File: src/srocpk_pkg.sv
/*
 Constants shared by the relay output controller: channel count, reset
 and set values of the latches, synchroniser depth and power-save timing.
 Assumes a 40 MHz system clock.
*/
package srocpk_pkg;
    localparam int          CHANNELS      = 8;
    localparam int          SYNC_STAGES   = 2;
    localparam logic [7:0]  CLEARED_VALUE = 8'h00;
    localparam logic [7:0]  SET_VALUE     = 8'hFF;
    localparam int          CLK_HZ        = 40000000;
    localparam int          PS_CANCEL_MS  = 3;
    localparam int          PS_CANCEL_CYC = (PS_CANCEL_MS * (CLK_HZ / 1000));
    localparam logic [2:0]  HOLD_PCT_IDX  = 3'h0;
    localparam logic        LEVEL_LOW     = 1'h0;
    localparam logic        LEVEL_HIGH    = 1'h1;
endpackage

File: src/srocpk_top.sv
/*
 Serial eight-channel relay sink controller: shift register, output latches,
 daisy-chain output, reset/set forcing and power-save gating.
 Assumes every pin input is asynchronous to sys_clk and sampled here.
*/
module srocpk_top (
    // Clock and reset
    input  wire logic       sys_clk,
    input  wire logic       rst,
    // Serial link pins
    input  wire logic       chipSelectN,
    input  wire logic       serialClk,
    input  wire logic       serialDataIn,
    output logic            serialDataOut,
    // Forcing pins
    input  wire logic       resetN,
    input  wire logic       setN,
    // Power-save pin
    input  wire logic       power_save_ctl,
    // Open-drain coil sinks: output level and enable per channel, then the per-channel power-save flags
    output logic [7:0]      coilSinkOut,
    output logic [7:0]      coilSinkOe,
    output logic [7:0]      powerSaveActive
);
    logic       csS;
    logic       sclkS;
    logic       dinS;
    logic       resetNS;
    logic       setNS;
    logic       psS;
    logic       csPrev_q;
    logic       sclkPrev_q;
    logic [7:0] shift_q;
    logic [7:0] latch_q;
    logic       forceClear;
    logic       forceSet;
    logic       sclkRise;
    logic       sclkFall;
    logic       csRise;

    // Every pin passes two flip-flops that reset to its idle level, so no false edge follows reset.
    srocpk_sync #(
        .RESET_LEVEL (srocpk_pkg::LEVEL_HIGH)
    ) uCs (
        .sys_clk (sys_clk),
        .rst     (rst),
        .asyncIn (chipSelectN),
        .syncOut (csS)
    );

    srocpk_sync #(
        .RESET_LEVEL (srocpk_pkg::LEVEL_LOW)
    ) uSclk (
        .sys_clk (sys_clk),
        .rst     (rst),
        .asyncIn (serialClk),
        .syncOut (sclkS)
    );

    srocpk_sync #(
        .RESET_LEVEL (srocpk_pkg::LEVEL_LOW)
    ) uDin (
        .sys_clk (sys_clk),
        .rst     (rst),
        .asyncIn (serialDataIn),
        .syncOut (dinS)
    );

    srocpk_sync #(
        .RESET_LEVEL (srocpk_pkg::LEVEL_HIGH)
    ) uRst (
        .sys_clk (sys_clk),
        .rst     (rst),
        .asyncIn (resetN),
        .syncOut (resetNS)
    );

    srocpk_sync #(
        .RESET_LEVEL (srocpk_pkg::LEVEL_HIGH)
    ) uSet (
        .sys_clk (sys_clk),
        .rst     (rst),
        .asyncIn (setN),
        .syncOut (setNS)
    );

    srocpk_sync #(
        .RESET_LEVEL (srocpk_pkg::LEVEL_LOW)
    ) uPs (
        .sys_clk (sys_clk),
        .rst     (rst),
        .asyncIn (power_save_ctl),
        .syncOut (psS)
    );

    // Reset wins over set; both are levels, not edges.
    assign forceClear = (resetNS == srocpk_pkg::LEVEL_LOW);
    assign forceSet   = (setNS == srocpk_pkg::LEVEL_LOW) && !forceClear;
    assign sclkRise   = sclkS && !sclkPrev_q;
    assign sclkFall   = !sclkS && sclkPrev_q;
    assign csRise     = csS && !csPrev_q;

    always_ff @(posedge sys_clk) begin
        if (rst) begin
            csPrev_q   <= srocpk_pkg::LEVEL_HIGH;
            sclkPrev_q <= srocpk_pkg::LEVEL_LOW;
        end else begin
            csPrev_q   <= csS;
            sclkPrev_q <= sclkS;
        end
    end

    // Shift register: MSB is the stage feeding the serial output.
    always_ff @(posedge sys_clk) begin
        if (rst || forceClear) begin
            shift_q <= srocpk_pkg::CLEARED_VALUE;
        end else if (forceSet) begin
            shift_q <= srocpk_pkg::SET_VALUE;
        end else if (!csS && sclkRise) begin
            shift_q <= {shift_q[srocpk_pkg::CHANNELS-2:0], dinS};
        end
    end

    always_ff @(posedge sys_clk) begin
        if (rst || forceClear) begin
            latch_q <= srocpk_pkg::CLEARED_VALUE;
        end else if (forceSet) begin
            latch_q <= srocpk_pkg::SET_VALUE;
        end else if (csRise) begin
            latch_q <= shift_q;
        end
    end

    // Serial output follows the last stage, refreshed on falling serial clock.
    always_ff @(posedge sys_clk) begin
        if (rst || forceClear) begin
            serialDataOut <= srocpk_pkg::LEVEL_LOW;
        end else if (forceSet) begin
            serialDataOut <= srocpk_pkg::LEVEL_HIGH;
        end else if (sclkFall) begin
            serialDataOut <= shift_q[srocpk_pkg::CHANNELS-1];
        end
    end

    // Open drain: drive low while the latch bit is active, release otherwise.
    always_ff @(posedge sys_clk) begin
        if (rst) begin
            coilSinkOut     <= srocpk_pkg::CLEARED_VALUE;
            coilSinkOe      <= srocpk_pkg::CLEARED_VALUE;
            powerSaveActive <= srocpk_pkg::CLEARED_VALUE;
        end else begin
            coilSinkOut     <= srocpk_pkg::CLEARED_VALUE;
            coilSinkOe      <= latch_q;
            powerSaveActive <= psS ? latch_q : srocpk_pkg::CLEARED_VALUE;
        end
    end

    // Checks work on the synchronised pins; each result is looked at one clock after its cause.
    a_reset_clears: assert property (@(posedge sys_clk) disable iff (rst)
        forceClear |=> (latch_q == srocpk_pkg::CLEARED_VALUE) && (shift_q == srocpk_pkg::CLEARED_VALUE))
        else $error("reset did not clear state");

    a_reset_beats_set: assert property (@(posedge sys_clk) disable iff (rst)
        (forceClear && setNS == srocpk_pkg::LEVEL_LOW) |=> latch_q == srocpk_pkg::CLEARED_VALUE)
        else $error("set won over reset");

    a_set_forces: assert property (@(posedge sys_clk) disable iff (rst)
        forceSet |=> latch_q == srocpk_pkg::SET_VALUE)
        else $error("set did not force latches");

    a_set_shift: assert property (@(posedge sys_clk) disable iff (rst)
        forceSet |=> shift_q == srocpk_pkg::SET_VALUE)
        else $error("set did not force shift register");

    a_set_dout: assert property (@(posedge sys_clk) disable iff (rst)
        forceSet |=> serialDataOut == srocpk_pkg::LEVEL_HIGH)
        else $error("set did not force serial output");

    a_clear_dout: assert property (@(posedge sys_clk) disable iff (rst)
        forceClear |=> serialDataOut == srocpk_pkg::LEVEL_LOW)
        else $error("reset did not clear serial output");

    a_latch_on_cs: assert property (@(posedge sys_clk) disable iff (rst)
        (csRise && !forceClear && !forceSet) |=> latch_q == $past(shift_q))
        else $error("latch missed chip select rise");

    a_latch_holds: assert property (@(posedge sys_clk) disable iff (rst)
        (!csRise && !forceClear && !forceSet) |=> $stable(latch_q))
        else $error("latch changed without cause");

    a_shift_selected: assert property (@(posedge sys_clk) disable iff (rst)
        (csS && !forceClear && !forceSet) |=> $stable(shift_q))
        else $error("shift while deselected");

    a_shift_in: assert property (@(posedge sys_clk) disable iff (rst)
        (!csS && sclkRise && !forceClear && !forceSet) |=> shift_q[0] == $past(dinS))
        else $error("data not sampled");

    a_shift_moves: assert property (@(posedge sys_clk) disable iff (rst)
        (!csS && sclkRise && !forceClear && !forceSet) |=>
            shift_q[srocpk_pkg::CHANNELS-1:1] == $past(shift_q[srocpk_pkg::CHANNELS-2:0]))
        else $error("shift register did not advance");

    a_dout_fall: assert property (@(posedge sys_clk) disable iff (rst)
        (sclkFall && !forceClear && !forceSet) |=> serialDataOut == $past(shift_q[srocpk_pkg::CHANNELS-1]))
        else $error("serial output wrong");

    a_dout_holds: assert property (@(posedge sys_clk) disable iff (rst)
        (!sclkFall && !forceClear && !forceSet) |=> $stable(serialDataOut))
        else $error("serial output changed off a falling edge");

    a_sink_map: assert property (@(posedge sys_clk) disable iff (rst)
        ##1 coilSinkOe == $past(latch_q) && coilSinkOut == srocpk_pkg::CLEARED_VALUE)
        else $error("sink enable mismatch");

    a_power_save: assert property (@(posedge sys_clk) disable iff (rst)
        (!psS) |=> powerSaveActive == srocpk_pkg::CLEARED_VALUE)
        else $error("power save without request");

    a_ps_follows: assert property (@(posedge sys_clk) disable iff (rst)
        psS |=> powerSaveActive == $past(latch_q))
        else $error("power save not on active outputs");
endmodule // srocpk_top

File: src/srocpk_sync.sv
/*
 Two flip-flop synchroniser for one level from outside the clock domain.
 Assumes the input may change at any time relative to sys_clk.
*/
module srocpk_sync #(
    parameter logic RESET_LEVEL = 1'h0
) (
    // Clock and reset
    input  wire logic sys_clk,
    input  wire logic rst,
    // Level
    input  wire logic asyncIn,
    output logic      syncOut
);
    logic stage1_q;

    always_ff @(posedge sys_clk) begin
        if (rst) begin
            stage1_q <= RESET_LEVEL;
            syncOut  <= RESET_LEVEL;
        end else begin
            stage1_q <= asyncIn;
            syncOut  <= stage1_q;
        end
    end
endmodule // srocpk_sync

File: config.mk
export PLATFORM = sky130hd
export DESIGN_NAME = srocpk_top
export DESIGN_NICKNAME = d
export VERILOG_FILES = /design/src/srocpk_pkg.sv /design/src/srocpk_top.sv /design/src/srocpk_sync.sv
export SDC_FILE = /design/constraint.sdc
export NUM_CORES = 1
export LEC_CHECK = 0
export BUFFER_PORTS_ARGS = -buffer_cell sky130_fd_sc_hd__buf_2
export CORE_MARGIN = 3
export CORE_UTILIZATION = 47
export DETAILED_ROUTE_END_ITERATION = 7
export GPL_ROUTABILITY_DRIVEN = 0
export PLACE_DENSITY = 0.73
export SYNTH_ARGS = -nofsm -noshare
export SYNTH_HDL_FRONTEND = slang
export SYNTH_SLANG_ARGS = --single-unit
File: constraint.sdc
create_clock -name sys_clk -period 1.2 [get_ports sys_clk]
set_clock_uncertainty 0.2 [all_clocks]
set_input_delay 0.24 -clock sys_clk [delete_from_list [all_inputs] [get_ports sys_clk]]
set_output_delay 0.24 -clock sys_clk [all_outputs]
set_load 0.01 [all_outputs]
# ---- After elaboration in Yosys (flattened, before gate mapping)
# Index checks and enable logic that the tools add are counted.
# Widths: inputs -> output; s select.
dict set report totals {
  regBits 47
  elab_cells 42
  out_inout_bits 25
}
dict set report op_classes {
  mux 6
  bitwise 3
  reduce_logical 14
}
# cell count
set ops {}
lappend ops {{$mux 8} 4}
lappend ops {{$reduce_bool 2->1} 3}
lappend ops {{$logic_and 1x1->1} 5}
lappend ops {{$logic_not 1->1} 4}
lappend ops {{$not 1->1} 3}
lappend ops {{$mux 1} 2}
lappend ops {{$reduce_or 2->1} 1}
lappend ops {{$logic_or 1x1->1} 1}

# ---- Longest topological paths before layout
dict set report logic_depth {
  ltp_word 5
  depth_mapped 4
  depth_no_buf 3
}

# ---- Hierarchy
# From an unflattened synthesis, not the netlist that was laid out.
dict set report hier_totals {
  hier_cells 152
  area_unflattened_um2 1530.2
}
# module instances area_per_inst_um2 seq_area_each_um2 cells_per_inst
set by_module_without_submodules {}
lappend by_module_without_submodules {srocpk_top 1 1214.9 700.7 128}
lappend by_module_without_submodules {srocpk_sync 6 52.6 40.0 4}

# ---- Worst setup path after synthesis
# No wires, ideal clock.
dict set report synth_timing {
  path_kind {register to register}
  start {register sclkPrev_q}
  end {register shift_q[1]}
  t_required_ns 0.874
  setup_ns 0.126
  path_slack_ns -0.055
  stages_incl_launch_ff 5
  arrival_ns 0.929
  cell_sequence {dfxtp_1 -> or3b_1 -> buf_6 -> nand2_1 -> a31oi_1}
}
dict set report synth_via {
  elab_chain_cells 4
}
# item line_no
set synth_lines {}
lappend synth_lines {{start: declaration} srocpk_top.sv:32} ;# logic sclkPrev_q;
lappend synth_lines {{start signal: assignment} srocpk_top.sv:106} ;# sclkPrev_q <= srocpk_pkg::LEVEL_LOW;
lappend synth_lines {{start signal: assignment} srocpk_top.sv:109} ;# sclkPrev_q <= sclkS;
lappend synth_lines {{$logic_not 1->1} srocpk_top.sv:99} ;# assign sclkRise = sclkS && !sclkPrev_q;
lappend synth_lines {{$logic_and 1x1->1} srocpk_top.sv:99}
lappend synth_lines {{$logic_and 1x1->1} srocpk_top.sv:119} ;# end else if (!csS && sclkRise) begin
lappend synth_lines {{$reduce_bool 2->1 (no source line)} --}
lappend synth_lines {{end signal: assignment} srocpk_top.sv:116} ;# shift_q <= srocpk_pkg::CLEARED_VALUE;
lappend synth_lines {{end signal: assignment} srocpk_top.sv:118} ;# shift_q <= srocpk_pkg::SET_VALUE;
lappend synth_lines {{end signal: assignment} srocpk_top.sv:120} ;# shift_q <= {shift_q[srocpk_pkg::CHANNELS-2:0], dinS};
lappend synth_lines {{end: declaration} srocpk_top.sv:33} ;# logic [7:0] shift_q;
# Every way passes these cells.
# A chain may end at the register's enable or synchronous reset.

# ---- Worst setup path after layout
dict set report layout_timing {
  start {register uCs.syncOut}
  end {register shift_q[7]}
}
dict set report layout_via {
  elab_chain_cells 3
}
# item line_no
set layout_lines {}
lappend layout_lines {{start: declaration} srocpk_sync.sv:13} ;# output logic syncOut
lappend layout_lines {{start signal: assignment} srocpk_sync.sv:23} ;# syncOut <= stage1_q;
lappend layout_lines {{$logic_not 1->1} srocpk_top.sv:119}
lappend layout_lines {{$logic_and 1x1->1} srocpk_top.sv:119}
lappend layout_lines {{$reduce_bool 2->1 (no source line)} --}
# Every way passes these cells.

==> results.md <==
- Root Buffer: clkbuf_4
- DRT Pass-1 Iters: 4
- Hold Fails Final Rpt: 0
- All-Layer GR Usage: 0.1315
- Required time of the critical path: around 1.3 ns
- CTS Buf Count: 5
- Clk_lat worst skew: 0.34 ns
- Die Span Y: 63.25 um
- Nets: approximately 200
- Xor/xnor cell area share of the yosys netlist: 0
- Syn-to-layout area delta: 26.97%
- Sequential share of the synthesized area: 0.6109
- Largest net degree at the start of global routing: 18
- CP Launch Type: flip-flop
- Post-synthesis simple-gate area fraction: 0.2388
- Vias/cell: roughly 4.5
- Iter 0 DRT Violations: 46
- Port Buffers: 24
- Global route overflow: 0
- CTS tree: done
- Ant. Diodes: 0
- Core Util, Final: 0.6354
- Initial antenna violation count: 0
- Post-synthesis instance area: 1540 um^2
- Crit path DAT: 1.37 ns
- Max Slew Vio Count: 0
- Worst Path Max Fanout: 8
- Detailed-route via count: 1057
- Ys Warns: 0
- Worst min path class: in2reg
- Post-layout min period: 1.294 ns
- CTS H-tree depth: 2
- Critical path capture point type: flip-flop
- Area of the core: 3078 um^2
- Die X: 63.25 um
- Final ANT Viol Nets: 0
- Leak: 0.8094 nW
- Worst-case clock buffer depth: 2
- Reg area: 952.2 um^2
- Cell Pwr Density: 1383 nW/um^2
- Seq cells post-synth: 47
- Failing checks: negative setup slack
- Initial Utilization: 0.5004
- DRC Markers: 0
- Layout cells sized above 1: 0.3789
- First-pass GRT wire length: 4.084 mm
- Setup ws final: -0.09422 ns
- Adder-cell area share of the yosys netlist: 0
- Status: complete, but fails checks
- # setup viols final: 30
- Die Area: 4000 um^2
- I/O pins: 33
- Pwr Total: 2.706 mW
- Unrepaired setup endpoints after global routing: yes
- Largest family of logic cells by synthesized area: simple AND/OR/NAND/NOR gates
- Top achievable clock speed: ~0.77 GHz
- CTS sink cnt: 47
- Area of the multi-input gates: 553.0 um^2
- FP Rows: 20
- Yosys cell types: 17
- Fin crit share: 1.079
- Vias in the first global route: roughly 940
- Peak VDD IR: 1190 uV
- Crit path kind: reg2reg
- Synth Area in Compound Gates: 0.06824
- Fillers: 262
- Routed len/inst: 10.48 um
- Post-Syn Area per Cell: 10.07 um^2
- Clock transition at path regs: 0.12 ns
- HPWL after DPL: 1.685 mm
- Multiplexer share of the synthesized area: 0.006499
- Max cap viols: 0
- Cells after synthesis: 153
- Routed WL: 2.452 mm
-- layer usage --
layer,vias to the layer above,GRT usage,wire length [um]
met5,-,0,0
met4,0,0.08086,44
met3,6,0.04456,133
met2,36,0.2148,1216
met1,469,0.1472,1059
li1,546,-,-
-- critical path, stage by stage (launching register included) --
cell	delay [ns]
dfxtp_2	0.36
buf_6	0.11
nor3b_2	0.15
buf_4	0.18
nand2_1	0.05
a31oi_1	0.16
-- registers in the layout, summed over array words and instances (netlist names) --
signal,flops
coilSinkOe,8
csPrev_q,1
latch_q,8
powerSaveActive,8
sclkPrev_q,1
serialDataOut,1
shift_q,8
uCs.stage1_q,1
uCs.syncOut,1
uDin.stage1_q,1
uDin.syncOut,1
uPs.stage1_q,1
uPs.syncOut,1
uRst.stage1_q,1
uRst.syncOut,1
uSclk.stage1_q,1
uSclk.syncOut,1
uSet.stage1_q,1
uSet.syncOut,1
-- cell type report --
cell class | count | area share
Clock inverter | 2 | 0.01919
Clock buffer | 5 | 0.01919
Tap cell | 44 | 0.02815
Timing Repair Buffer | 40 | 0.1638
Multi-Input combinational cell | 96 | 0.2828
Sequential cell | 47 | 0.4869
-- Yosys cell counts (all sizes together) --
cell type / count / area [um^2]
nor3b: 1 / 12.51
or3b: 1 / 8.760
or2: 7 / 43.79
a31oi: 16 / 100.1
nor2b: 17 / 106.4
mux2i: 1 / 10.01
nand2b: 3 / 18.77
nand2: 32 / 120.1
buf: 13 / 97.59
clkbuf: 4 / 15.01
and2: 8 / 50.05
dfxtp: 47 / 940.9
a21oi: 1 / 5.000
and2b: 1 / 7.510
conb: 1 / 3.750
-- metrics by stage --
step	hold slack [ns]	worst slack [ns]	setup TNS [ns]	cells	instance area [um^2]
final	0.06819	-0.09422	-1.099	234	1956
after CTS	0.05309	-0.1056	-1.772	234	1881
after detailed placement	0.2000	-0.1222	-1.015	221	1717
after global routing	0.06163	-0.1749	-3.408	234	1956
after floorplan	0.1116	-0.05455	-0.4258	160	1567
after global placement	0.1912	-0.07637	-0.6092	221	1717
-- where the power goes --
part | total, mW | switching, mW | internal [mW]
Sequential | 1.65 | 0.0317 | 1.62
Combinational | 0.178 | 0.0828 | 0.0951
Clock | 0.878 | 0.451 | 0.427
Total | 2.71 | 0.566 | 2.14
-- path summary, 6_finish.rpt --
check	to	cells after the start	startpoint	slack, ns
worst max-delay path	shift_q[7]$_SDFFE_PP0P_	5	uCs.syncOut$_SDFF_PP1_	-0.09
worst min-delay path	coilSinkOe[2]$_SDFF_PP0_	3	rst	0.07
worst max register to register	shift_q[7]$_SDFFE_PP0P_	5	uCs.syncOut$_SDFF_PP1_	-0.09
worst min register to register	uCs.syncOut$_SDFF_PP1_	1	uCs.stage1_q$_SDFF_PP1_	0.23
-- cell usage in the layout, fill, tap and decap left out --
master / instances
dfxtp_1: 38
nand2_1: 22
buf_2: 18
a31oi_1: 16
nor2b_1: 15
nand2_2: 10
buf_6: 10
dfxtp_2: 9
and2_1: 8
conb_1: 8
or2_2: 7
dlygate4sd3_1: 6
clkbuf_4: 5
buf_4: 5
nand2b_1: 2
nor2b_2: 1
or3b_4: 1
nor3b_2: 1
nand2b_2: 1
nor2b_4: 1
and2b_1: 1
mux2i_1: 1
a21oi_1: 1
bufinv_16: 1
clkinvlp_4: 1
buf_12: 1
-- repair_timing --
action,in CTS,in global routing
buffers inserted,0,0
endpoints found under the setup margin,33,42
pin swaps,17,18
gates resized for setup,10,23
hold buffers,6,0
endpoints found under the hold margin,6,0
-- kinds of logic after synthesis --
| group | count (synthesis) |
|---|---|
| multiplexers | 1 |
| other | 1 |
| buffers and inverters | 17 |
| AO/OA/AOI/OAI | 17 |
| AND/OR/NAND/NOR | 70 |
| flip-flops | 47 |
(Power assumes the default switching activity.)
